File: src/core/seq_ctl_pkg.sv
// shared constants and types for the sample sequencer control block
package seq_ctl_pkg;
    localparam int NUM_SEQ = 4;
    localparam int DATA_W = 12;
    localparam int CHAN_W = 3;
    localparam int MAX_STEPS = 8;
    localparam int STEP_W = 3;
    localparam int FIFO_DEPTH = 8;
    localparam int CNT_W = 4;
    localparam int ACC_W = 18;
    localparam int AVG_W = 3;
    localparam int SEL_W = 4;
    localparam int PRIO_W = 2;
    localparam int STEP_DEPTH [NUM_SEQ] = '{8, 4, 4, 1};
    // averaging code: 0 bypass, n gives 2**n samples, 6 is the largest
    localparam logic [AVG_W-1:0] AVG_OFF = 3'h0;
    localparam logic [AVG_W-1:0] AVG_MAX = 3'h6;
    // trigger source selections
    localparam logic [SEL_W-1:0] trig_sel_processor = 4'h0;
    localparam logic [SEL_W-1:0] trig_sel_comparator_a = 4'h1;
    localparam logic [SEL_W-1:0] trig_sel_comparator_b = 4'h2;
    localparam logic [SEL_W-1:0] trig_sel_comparator_c = 4'h3;
    localparam logic [SEL_W-1:0] trig_sel_external = 4'h4;
    localparam logic [SEL_W-1:0] trig_sel_timer = 4'h5;
    localparam logic [SEL_W-1:0] trig_sel_pwm_gen_a = 4'h6;
    localparam logic [SEL_W-1:0] trig_sel_pwm_gen_b = 4'h7;
    localparam logic [SEL_W-1:0] trig_sel_pwm_gen_c = 4'h8;
    localparam logic [SEL_W-1:0] trig_sel_always = 4'hF;

    typedef struct packed {
        logic [CHAN_W-1:0] chan;
        logic step_last_flag;
        logic step_irq_flag;
    } step_cfg_s;

    typedef struct packed {
        logic comp_a;
        logic comp_b;
        logic comp_c;
        logic ext_pin;
        logic timer;
        logic pwm_a;
        logic pwm_b;
        logic pwm_c;
    } trig_src_s;

    typedef struct packed {
        logic [STEP_W-1:0] step;
        logic [DATA_W-1:0] data;
    } result_s;

    typedef enum logic [1:0] {
        ST_IDLE = 2'b00,
        ST_START = 2'b01,
        ST_WAIT = 2'b10,
        ST_STORE = 2'b11
    } conv_state_e;
endpackage

File: src/core/adc_sample_sequencer_control.sv
// four-sequencer converter control: triggers, arbitration, averaging, fifos, flags
module adc_sample_sequencer_control
    import seq_ctl_pkg::*;
#(
    parameter int FIFO_D = seq_ctl_pkg::FIFO_DEPTH
) (
    input wire logic ref_clk,
    input wire logic rstn,
    input wire logic clk_en,
    // configuration
    input wire logic [seq_ctl_pkg::NUM_SEQ-1:0] seq_enable,
    input wire logic [seq_ctl_pkg::NUM_SEQ*seq_ctl_pkg::SEL_W-1:0] trig_sel,
    input wire logic [seq_ctl_pkg::NUM_SEQ*seq_ctl_pkg::PRIO_W-1:0] seq_prio,
    input wire logic [seq_ctl_pkg::AVG_W-1:0] avg_factor,
    input wire seq_ctl_pkg::step_cfg_s step_cfg [seq_ctl_pkg::NUM_SEQ][seq_ctl_pkg::MAX_STEPS],
    // trigger inputs
    input wire seq_ctl_pkg::trig_src_s trig_src,
    input wire logic [seq_ctl_pkg::NUM_SEQ-1:0] proc_trig,
    // interrupt control and status
    input wire logic [seq_ctl_pkg::NUM_SEQ-1:0] irq_mask,
    input wire logic [seq_ctl_pkg::NUM_SEQ-1:0] irq_clear,
    output logic [seq_ctl_pkg::NUM_SEQ-1:0] irq_raw,
    output logic [seq_ctl_pkg::NUM_SEQ-1:0] irq_masked,
    // error flags
    input wire logic [seq_ctl_pkg::NUM_SEQ-1:0] ovf_clear,
    input wire logic [seq_ctl_pkg::NUM_SEQ-1:0] unf_clear,
    output logic [seq_ctl_pkg::NUM_SEQ-1:0] ovf_flag,
    output logic [seq_ctl_pkg::NUM_SEQ-1:0] unf_flag,
    // result readout
    input wire logic [seq_ctl_pkg::NUM_SEQ-1:0] rd_req,
    output logic [seq_ctl_pkg::NUM_SEQ*seq_ctl_pkg::DATA_W-1:0] rd_data,
    output logic [seq_ctl_pkg::NUM_SEQ-1:0] rd_valid,
    output logic [seq_ctl_pkg::NUM_SEQ*seq_ctl_pkg::CNT_W-1:0] fifo_count,
    // converter side
    output logic conv_start,
    output logic [seq_ctl_pkg::CHAN_W-1:0] conv_chan,
    input wire logic conv_done,
    input wire logic [seq_ctl_pkg::DATA_W-1:0] conv_data,
    output logic busy
);
    logic rst_meta;
    logic rst_n;
    conv_state_e state_reg;
    logic [NUM_SEQ-1:0] pend_reg;
    logic [NUM_SEQ-1:0] trig_hit;
    logic [NUM_SEQ-1:0] run_req;
    logic [1:0] cur_seq_reg;
    logic [STEP_W-1:0] cur_step_reg;
    logic [ACC_W-1:0] acc_reg;
    logic [6:0] samp_cnt_reg;
    logic [6:0] samp_total;
    logic [AVG_W-1:0] avg_lat_reg;
    logic [DATA_W-1:0] avg_result;
    logic grant_ok;
    logic [1:0] grant_seq;
    step_cfg_s cur_cfg;
    logic last_step;
    logic [NUM_SEQ-1:0] push_v;
    logic [NUM_SEQ-1:0] push_rdy;
    logic [NUM_SEQ-1:0] irq_set;
    logic [NUM_SEQ-1:0] src_level;

    initial begin
        if (FIFO_D != FIFO_DEPTH) begin
            $error("fifo depth must stay at the sequencer depth");
        end
    end

    // reset release through two flops
    always_ff @(posedge ref_clk or negedge rstn) begin
        if (!rstn) begin
            rst_meta <= 1'b0;
            rst_n <= 1'b0;
        end else begin
            rst_meta <= 1'b1;
            rst_n <= rst_meta;
        end
    end

    // per-sequencer trigger decode and pending store
    genvar g;
    generate
        for (g = 0; g < NUM_SEQ; g++) begin : g_seq
            logic [SEL_W-1:0] sel;
            assign sel = trig_sel[g*SEL_W +: SEL_W];
            always_comb begin
                unique case (sel)
                    trig_sel_processor: src_level[g] = proc_trig[g];
                    trig_sel_comparator_a: src_level[g] = trig_src.comp_a;
                    trig_sel_comparator_b: src_level[g] = trig_src.comp_b;
                    trig_sel_comparator_c: src_level[g] = trig_src.comp_c;
                    trig_sel_external: src_level[g] = trig_src.ext_pin;
                    trig_sel_timer: src_level[g] = trig_src.timer;
                    trig_sel_pwm_gen_a: src_level[g] = trig_src.pwm_a;
                    trig_sel_pwm_gen_b: src_level[g] = trig_src.pwm_b;
                    trig_sel_pwm_gen_c: src_level[g] = trig_src.pwm_c;
                    trig_sel_always: src_level[g] = 1'b1;
                    default: src_level[g] = 1'b0;
                endcase
            end
            // disabled sequencers drop their trigger events
            assign trig_hit[g] = src_level[g] && seq_enable[g];
            // an always source stays requested, so it reruns whenever it wins;
            // a stale pending bit of a disabled sequencer must not be served
            assign run_req[g] = (pend_reg[g] || trig_hit[g]) && seq_enable[g];

            // fifo per sequencer; the store stalls while the target is full
            result_fifo #(
                .WIDTH(DATA_W),
                .DEPTH(FIFO_DEPTH),
                .CW(CNT_W)
            ) u_fifo (
                .ref_clk(ref_clk),
                .rst_n(rst_n),
                .clk_en(clk_en),
                .in_valid(push_v[g]),
                .in_ready(push_rdy[g]),
                .in_data(avg_result),
                .out_valid(rd_valid[g]),
                .out_ready(rd_req[g]),
                .out_data(rd_data[g*DATA_W +: DATA_W]),
                .count(fifo_count[g*CNT_W +: CNT_W])
            );
        end
    endgenerate

    // pending triggers wait for the converter; grant clears own bit
    always_ff @(posedge ref_clk or negedge rst_n) begin
        if (!rst_n) begin
            pend_reg <= '0;
        end else if (clk_en) begin
            for (int i = 0; i < NUM_SEQ; i++) begin
                if (!seq_enable[i]) begin
                    pend_reg[i] <= 1'b0;
                end else if (state_reg == ST_IDLE && grant_ok && grant_seq == 2'(i)) begin
                    pend_reg[i] <= 1'b0;
                end else if (trig_hit[i]) begin
                    pend_reg[i] <= 1'b1;
                end
            end
        end
    end

    // priority pick; duplicates fall to lowest index, software keeps them distinct
    always_comb begin
        logic [PRIO_W:0] best;
        best = {1'b1, {PRIO_W{1'b0}}};
        grant_ok = 1'b0;
        grant_seq = 2'h0;
        for (int i = NUM_SEQ - 1; i >= 0; i--) begin
            if (run_req[i] && {1'b0, seq_prio[i*PRIO_W +: PRIO_W]} <= best) begin
                best = {1'b0, seq_prio[i*PRIO_W +: PRIO_W]};
                grant_ok = 1'b1;
                grant_seq = 2'(i);
            end
        end
    end

    // step config of the running step
    assign cur_cfg = step_cfg[cur_seq_reg][cur_step_reg];
    // depth limit ends the sequence even without a last flag
    assign last_step = cur_cfg.step_last_flag ||
        (32'(cur_step_reg) == STEP_DEPTH[cur_seq_reg] - 1);
    // samples per result: one when bypassed, else 2**factor
    assign samp_total = (avg_lat_reg == AVG_OFF) ? 7'h01 : 7'(7'h01 << avg_lat_reg);
    assign avg_result = DATA_W'(acc_reg >> avg_lat_reg);
    assign conv_chan = cur_cfg.chan;
    assign busy = (state_reg != ST_IDLE);

    // store handshake toward the selected fifo
    always_comb begin
        push_v = '0;
        if (state_reg == ST_STORE) begin
            push_v[cur_seq_reg] = 1'b1;
        end
    end

    // converter sequencing
    always_ff @(posedge ref_clk or negedge rst_n) begin
        if (!rst_n) begin
            state_reg <= ST_IDLE;
            cur_seq_reg <= 2'h0;
            cur_step_reg <= '0;
            acc_reg <= '0;
            samp_cnt_reg <= 7'h00;
            avg_lat_reg <= AVG_OFF;
            conv_start <= 1'b0;
        end else if (clk_en) begin
            conv_start <= 1'b0;
            unique case (state_reg)
                ST_IDLE: begin
                    if (grant_ok) begin
                        cur_seq_reg <= grant_seq;
                        cur_step_reg <= '0;
                        // factor held per sequence; codes beyond the max clamp
                        avg_lat_reg <= (avg_factor > AVG_MAX) ? AVG_MAX : avg_factor;
                        state_reg <= ST_START;
                    end
                end
                ST_START: begin
                    acc_reg <= '0;
                    samp_cnt_reg <= 7'h00;
                    conv_start <= 1'b1;
                    state_reg <= ST_WAIT;
                end
                ST_WAIT: begin
                    if (conv_done) begin
                        acc_reg <= acc_reg + ACC_W'(conv_data);
                        if (samp_cnt_reg + 7'h01 == samp_total) begin
                            state_reg <= ST_STORE;
                        end else begin
                            samp_cnt_reg <= samp_cnt_reg + 7'h01;
                            conv_start <= 1'b1;
                        end
                    end
                end
                ST_STORE: begin
                    if (push_rdy[cur_seq_reg]) begin
                        if (last_step) begin
                            state_reg <= ST_IDLE;
                        end else begin
                            cur_step_reg <= cur_step_reg + 1'b1;
                            state_reg <= ST_START;
                        end
                    end
                end
            endcase
        end
    end

    // interrupt event on stored step with its interrupt bit
    always_comb begin
        irq_set = '0;
        if (state_reg == ST_STORE && push_rdy[cur_seq_reg] && cur_cfg.step_irq_flag) begin
            irq_set[cur_seq_reg] = 1'b1;
        end
    end

    // raw status, set wins over a clear in the same cycle
    always_ff @(posedge ref_clk or negedge rst_n) begin
        if (!rst_n) begin
            irq_raw <= '0;
        end else if (clk_en) begin
            irq_raw <= irq_set | (irq_raw & ~irq_clear);
        end
    end

    // masked view; stale events must be cleared by software before unmasking
    assign irq_masked = irq_raw & irq_mask;

    // overflow: trigger while results still wait in that fifo
    always_ff @(posedge ref_clk or negedge rst_n) begin
        if (!rst_n) begin
            ovf_flag <= '0;
        end else if (clk_en) begin
            for (int i = 0; i < NUM_SEQ; i++) begin
                if (trig_hit[i] && !pend_reg[i] && rd_valid[i]) begin
                    ovf_flag[i] <= 1'b1;
                end else if (ovf_clear[i]) begin
                    ovf_flag[i] <= 1'b0;
                end
            end
        end
    end

    // underflow: read of an empty fifo
    always_ff @(posedge ref_clk or negedge rst_n) begin
        if (!rst_n) begin
            unf_flag <= '0;
        end else if (clk_en) begin
            for (int i = 0; i < NUM_SEQ; i++) begin
                if (rd_req[i] && !rd_valid[i]) begin
                    unf_flag[i] <= 1'b1;
                end else if (unf_clear[i]) begin
                    unf_flag[i] <= 1'b0;
                end
            end
        end
    end
endmodule

File: src/core/result_fifo.sv
// parameterised result fifo with valid/ready on both sides and a fill count
module result_fifo #(
    parameter int WIDTH = 12,
    parameter int DEPTH = 8,
    parameter int CW = 4
) (
    input wire logic ref_clk,
    input wire logic rst_n,
    input wire logic clk_en,
    input wire logic in_valid,
    output logic in_ready,
    input wire logic [WIDTH-1:0] in_data,
    output logic out_valid,
    input wire logic out_ready,
    output logic [WIDTH-1:0] out_data,
    output logic [CW-1:0] count
);
    localparam int PW = $clog2(DEPTH);
    logic [WIDTH-1:0] mem [DEPTH];
    logic [PW-1:0] wr_reg;
    logic [PW-1:0] rd_reg;
    logic [CW-1:0] cnt_reg;
    logic push;
    logic pop;

    initial begin
        if (DEPTH < 2 || (1 << PW) != DEPTH || CW <= PW) begin
            $error("result_fifo: depth must be a power of two and fit the count");
        end
    end

    // handshakes straight from the fill count
    assign in_ready = (cnt_reg != CW'(DEPTH));
    assign out_valid = (cnt_reg != '0);
    assign push = in_valid && in_ready && clk_en;
    assign pop = out_valid && out_ready && clk_en;
    assign count = cnt_reg;

    // storage array needs no reset; only pointers and count carry control state
    always_ff @(posedge ref_clk) begin
        if (push) begin
            mem[wr_reg] <= in_data;
        end
    end

    // pointers and count
    always_ff @(posedge ref_clk or negedge rst_n) begin
        if (!rst_n) begin
            wr_reg <= '0;
            rd_reg <= '0;
            cnt_reg <= '0;
        end else begin
            if (push) begin
                wr_reg <= wr_reg + 1'b1;
            end
            if (pop) begin
                rd_reg <= rd_reg + 1'b1;
            end
            cnt_reg <= cnt_reg + CW'(push) - CW'(pop);
        end
    end

    // registered head word, refreshed when head moves or a word lands in an empty or emptying fifo
    always_ff @(posedge ref_clk or negedge rst_n) begin
        if (!rst_n) begin
            out_data <= '0;
        end else if (clk_en) begin
            if (pop && cnt_reg > CW'(1)) begin
                out_data <= mem[rd_reg + 1'b1];
            end else if (push && (cnt_reg == '0 || (pop && cnt_reg == CW'(1)))) begin
                out_data <= in_data;
            end
        end
    end
endmodule

File: config.mk
export PLATFORM = sky130hd
export DESIGN_NAME = adc_sample_sequencer_control
export DESIGN_NICKNAME = d
export VERILOG_FILES = /design/src/core/seq_ctl_pkg.sv /design/src/core/adc_sample_sequencer_control.sv /design/src/core/result_fifo.sv
export SDC_FILE = /design/constraint.sdc
export NUM_CORES = 1
export LEC_CHECK = 0
export ABC_AREA = 1
export BUFFER_PORTS_ARGS = -buffer_cell sky130_fd_sc_hd__buf_2
export CAP_MARGIN = 0
export CORE_MARGIN = 2
export CORE_UTILIZATION = 36
export DETAILED_ROUTE_END_ITERATION = 16
export GPL_ROUTABILITY_DRIVEN = 0
export PLACE_DENSITY = 0.55
export SYNTH_ARGS = -nofsm -noshare
export SYNTH_HDL_FRONTEND = slang
export SYNTH_SLANG_ARGS = --single-unit
File: constraint.sdc
create_clock -name ref_clk -period 10.5 [get_ports ref_clk]
set_input_delay 1.575 -clock ref_clk [delete_from_list [all_inputs] [get_ports ref_clk]]
set_output_delay 1.575 -clock ref_clk [all_outputs]
set_load 0.01 [all_outputs]
# Yosys cells after proc, flatten, opt, wreduce, memory -nomap -nowiden
# Memory sizes are Yosys's and may differ from the RTL's.
# Cells that the tools add are included.
classes:
  add_sub_neg: 20
  n_lt_le_gt_ge: 13
  eq_ne: 62
  n_shift: 2
  mux: 94
  bitwise: 6
  n_reduce_logical: 128
op_table:
  columns: ["op", "n"]
  rows:
  - ["$mux 12", 8]
  - ["$bmux 40 s2", 1]
  - ["$mux 40", 2]
  - ["$bmux 32 s2", 1]
  - ["$eq 4x3->1 const B", 16]
  - ["$mux 32", 2]
  - ["$logic_and 1x1->1", 60]
  - ["$mux 1", 45]
  - ["$pmux 1 s10", 4]
  - ["$pmux 18 s2", 1]
  - ["$eq 3x32->1", 1]
  - ["$eq 4x1->1 const B", 8]
  - ["$eq 4x2->1 const B", 8]
  - ["$eq 4x4->1 const B", 8]
  - ["$logic_not 4->1", 8]
  - ["$reduce_and 2->1", 16]
  - ["$sub 32x1->32 const B", 1]
  - ["$reduce_bool 2->1", 15]
  - ["$add 3x1->3 const B", 9]
  - ["$mux 3", 7]
  - ["$mux 7", 3]
  - ["$add 18x12->18", 1]
  - ["$mux 18", 1]
  - ["$shr 18x3->12", 1]
  - ["other kinds (42)", 98]
word_totals:
  regBits: 142
  ram_bits: 384
  inputBits: 239
  output_inout_bits: 89
  elab_cells: 367
  memories: 4
mem_list:
  columns: ["memory", "words", "word_bits", "read_ports", "rd_clocked_by_memory_dff", "wr", "line_no", "text"]
  rows:
  - ["g_seq[0].u_fifo.mem", 8, 12, 1, 0, 1, "result_fifo.sv:19", "logic [WIDTH-1:0] mem [DEPTH];"]
  - ["g_seq[1].u_fifo.mem", 8, 12, 1, 0, 1, "result_fifo.sv:19", null]
  - ["g_seq[2].u_fifo.mem", 8, 12, 1, 0, 1, "result_fifo.sv:19", null]
  - ["g_seq[3].u_fifo.mem", 8, 12, 1, 0, 1, "result_fifo.sv:19", null]

# Longest topological paths before layout
depth:
  word_depth: 20
  ltp_mapped: 37
  mapped_depth_nobuf: 37

# Cells and area by module
# Synthesis repeated with hierarchy kept, for this count alone.
hier_totals:
  hier_cells: 2914
  hier_area_um2: 27246.1
modules_own_cells:
  columns: ["mod", "instances", "cells_each", "area_per_inst_um2", "seq_area_each_um2"]
  rows:
  - ["result_fifo (g_seq[0].u_fifo ...)", 3, 509, 5424.0, 3433.3]
  - ["adc_sample_sequencer_control", 1, 852, 5666.7, 1351.3]
  - ["result_fifo (g_seq[3].u_fifo)", 1, 535, 5307.6, 3433.3]

# Least setup slack after synthesis
# Ideal clock, no wire load.
synth_path:
  kind: "input port to flip-flop"
  startpoint: "input port trig_sel[13] (netlist bit)"
  endpoint: "register pend_reg[3]"
  setup_time_ps: 133
  arrival_ps: 4681
  t_required_ps: 10367
  slack_ps: 5686
  path_stages: 32
  n_path_buf: 0
  cell_sequence: "nor2_1 > nand2_1 > nand2_1 > nand2_1 > nand2_1 > nor2_2 > nand3_1 > nand2_2 > inv_1 > nand2_1 > ha_1 > a21oi_1 > a21oi_1 > nand2_1 > nand3_1 > nand2_1 > o21ai_1 > ha_1 > a21oi_1 > a21oi_1 > nand2_1 > nand2_2 > nand2_1 > o21ai_0 > ha_1 > a21oi_1 > a21oi_1 > nand2_1 > nand2_1 > nand2_1 > o21ai_0 > a21oi_1"
synth_between:
  elab_chain_len: 20
  word_cells_on_any_way: 39
  cone_classes: "order compare (3); eq/ne (11); mux (14); reduce/logical (11)"
synth_lines:
  columns: ["item", "line_no", "text"]
  rows:
  - ["start, declared", "adc_sample_sequencer_control.sv:12", "input wire logic [seq_ctl_pkg::NUM_SEQ*seq_ctl_pkg::SEL_W-1:0] trig_sel,"]
  - ["$eq 4x4->1, or another cell as far along", "adc_sample_sequencer_control.sv:87", "unique case (sel)"]
  - ["$pmux 1 s10 *", "adc_sample_sequencer_control.sv:87", null]
  - ["$logic_and 1x1->1 *", "adc_sample_sequencer_control.sv:102", "assign trig_hit[g] = src_level[g] && seq_enable[g];"]
  - ["$logic_or 1x1->1", "adc_sample_sequencer_control.sv:105", "assign run_req[g] = (pend_reg[g] || trig_hit[g]) && seq_enable[g];"]
  - ["$logic_and 1x1->1", "adc_sample_sequencer_control.sv:105", null]
  - ["$logic_and 1x1->1", "adc_sample_sequencer_control.sv:151", "if (run_req[i] && {1'b0, seq_prio[i*PRIO_W +: PRIO_W]} <= best) begin"]
  - ["$mux 3", "adc_sample_sequencer_control.sv:151", null]
  - ["$le 2x3->1", "adc_sample_sequencer_control.sv:151", null]
  - ["[4 not listed]", null, null]
  - ["$mux 3", "adc_sample_sequencer_control.sv:151", null]
  - ["$le 2x3->1", "adc_sample_sequencer_control.sv:151", null]
  - ["$logic_and 1x1->1", "adc_sample_sequencer_control.sv:151", null]
  - ["$mux 2 or $mux 1 (tied branches)", "adc_sample_sequencer_control.sv:151", null]
  - ["$eq 2x2->1 or $logic_and 1x1->1 (tied branches)", "adc_sample_sequencer_control.sv:135", "end else if (state_reg == ST_IDLE && grant_ok && grant_seq == 2'(i)) begin"]
  - ["$logic_and 1x1->1", "adc_sample_sequencer_control.sv:135", null]
  - ["$ne 3x1->1 (no line) or $mux 1 (tied branches)", null, null]
  - ["$reduce_and 2->1 (no line) or $mux 1 (tied branches)", null, null]
  - ["end signal, assigned by index", "adc_sample_sequencer_control.sv:134", "pend_reg[i] <= 1'b0;"]
  - ["end signal, assigned by index", "adc_sample_sequencer_control.sv:136", "pend_reg[i] <= 1'b0;"]
  - ["end signal, assigned by index", "adc_sample_sequencer_control.sv:138", "pend_reg[i] <= 1'b1;"]
  - ["end, declared", "adc_sample_sequencer_control.sv:44", "logic [NUM_SEQ-1:0] pend_reg;"]
# Every way passes the cells marked *; elsewhere a longest branch is shown, timed or not.
# A chain may end at the register's enable or synchronous reset.

# Worst setup path after layout
# Same ends and word-level chain as after synthesis.

==> results.md <==
- Status: complete, no violations
- Slowest stage delay, CP: 330 ps
- Post-synthesis cell area: 0.02472 sq mm
- DRT Wirelength: 71.20 mm
- Clock Skew: 21.68 ps
- Fin crit period: 5083 ps
- Setup TNS: 0 ps
- Critical Path Source Type: input pin
- Mapped Cells: 2327
- Antenna Nets Post-Route: 0
- Starting Density: 36.17%
- Largest net degree at the start of global routing: 64
- PostCTS Resize Cnt: 0
- Syn Area/Cell: 10.62 sq um
- Crit-path max FO: 7
- # IOs: 328
- H-tree levels: 2
- Die area: 0.07078 sq mm
- WP data arrival: 5570 ps
- Worst min-delay path category: register to asynchronous set/reset pin
- Setup CP Type: input pin to register
- Final setup fails: 0
- Largest delay share family, worst path: simple AND/OR/NAND/NOR gates
- DP Area: 0.02738 sq mm
- # rows: 96
- Clock-pin transition on the worst setup and hold timing paths: 70 ps
- Clock Latency Late Sink: 630 ps
- IO buf count: 327
- Static Leak: 0.01155 uW
- Initial antenna violation count: 0
- Setup WS post-layout: 5417 ps
- Fin. max-slew vios: 0
- Post-CTS Setup Bufs: 0
- Synth cell types: 58
- Routed len/inst: 19.91 um
- First-pass GRT wire length: 111.1 mm
- Fill count: 6383
- Critical Path Slowest Stage Cell: ha_1
- RSZ-0062 raised after global routing: no
- Max reg flops: 384
- Final Hold Viols: 0
- R2R Setup Slk: 6660 ps
- CTS tree: done
- Area growth syn-to-layout: 18.57%
- Seq/Total Area, Yosys: 61.02%
- Tightest hold margin: 233.4 ps
- EDFF count, synth: 384
- Layout cell share with drive strength beyond 1: 20.17%
- Clock sinks: 526
- Pre-CTS setup slack: 4890 ps
- Ys async rst share: 27.00%
- Post-detail-place hpwl: 47.34 mm
- Vias in the first global route: 18950
- Warnings, synthesis: 0
- Yosys reg bits: 526
- Most frequent cells in the layout: edfxtp_1, buf_2, nand2_1
- Synth Flop Type: edfxtp_1
- Most common cell after layout, fill and taps aside: edfxtp_1
- Core ar.: 0.06835 sq mm
- Detailed Route Iter0 Violations: 1676
- DR vias: 19220
- Root Driver: clkbuf_16
- Design area: 0.02931 sq mm
- Total GRT Usage: 20.05%
- DRT Pass-1 Iters: 6
- CTS max path bufs: 3
- Total CTS buffers: 55
- Avg Vias per Cell: 5.375
- Inst Count DP: 3470
- Layout Cells excl Fill: 3576
- Overflow after GRT: 0
- Most used cell, CP: nand2_1
- DRC viols: 0
- Max VDD drop: 0.1934 mV
- Nets@finish: 2945
- Max Fclk: 0.1968 GHz
- Slew margin rel.: 16.91%
- Max_cap viols: 0
- Worst Max-Slew Pin Slew: 1242 ps
- Crit. End Element: register
- Final period utilization: 48.41%
- Syn_nets: 2627
- Cell Pwr Density: 306.5 mW/mm^2
- Die H: 266.1 um
- Die X: 266.1 um
- Critical Path RT: 10990 ps
- Buf/Inv on CP: 2
- Hold_buf cts: 0
stage by stage:
step / power, uW / utilization [%]
after floorplan: 5584 / -
after global placement: 6888 / 40.06
after detailed placement: 6975 / 40.06
after CTS: 9038 / 42.88
after global routing: 9593 / 42.88
final: 8983 / 42.89
path summary, 6_finish.rpt:
kind	depth (start not counted)	startpoint	endpoint
min in group ref_clk	0	rst_meta$_DFF_PN0_	rst_n$_DFF_PN0_
hold reg to reg	0	rst_n$_DFF_PN0_	acc_reg[9]$_DFFE_PN0P_
max in group asynchronous	1	rst_n$_DFF_PN0_	g_seq[1].u_fifo.out_data[5]$_DFFE_PN0P_
setup / recovery	32	trig_sel[13]	pend_reg[3]$_DFFE_PN0P_
setup reg to reg	26	pend_reg[3]$_DFFE_PN0P_	pend_reg[3]$_DFFE_PN0P_
hold / removal	0	rst_n$_DFF_PN0_	acc_reg[9]$_DFFE_PN0P_
cell families (layout without fill, tap and decap cells):
family                   count (synthesis)  count (layout)  synth area share, %
other                                    1               3              0.01517
buffers and inverters                  291             656                5.026
flip-flops                             526             526                61.02
AND/OR/NAND/NOR                        746             746                12.31
AO/OA/AOI/OAI                          649             649                16.41
multiplexers                            21              21               0.8503
adder cells (fa/ha/maj)                 61              61                3.239
XOR/XNOR                                32              32                1.134
layout make-up:
cell class                 instances  area, sq um  area share (%)
inverter                         176        664.4           2.267
tap                              882         1104           3.765
clock buffer                      68         1536           5.242
clock inverter                    36        394.1           1.345
sequential                       526        15090           51.48
antenna                            2        5.005         0.01707
timing repair buffer             376         2004           6.838
multi-input combinational       1510         8514           29.05
per-layer routing:
layer	track usage, %	part of all wire (%)	vias to the layer above
met1	29.19	47	9458
met5	0	0	-
li1	-	-	9043
met2	31.13	45	598
met4	5.739	2.4	0
met3	2.967	5.3	122
power breakdown:
group | internal, uW | switching (uW) | total, uW
logic | 1120 | 2600 | 3720
clock network | 1190 | 853 | 2050
registers | 2930 | 285 | 3220
synth_stat cells (56+ instances only):
master,n,area (sq um)
edfxtp_1,384,11530
nand2_1,319,1197
nor2_1,311,1167
o21ai_0,232,1161
inv_1,157,589.3
dfrtp_1,142,3553
a21oi_1,75,375.4
a22oi_1,74,555.5
clkbuf_1,73,274.0
nand3_1,64,320.3
ha_1,56,700.7
Note: power is estimated with default switching activity, not from simulation.
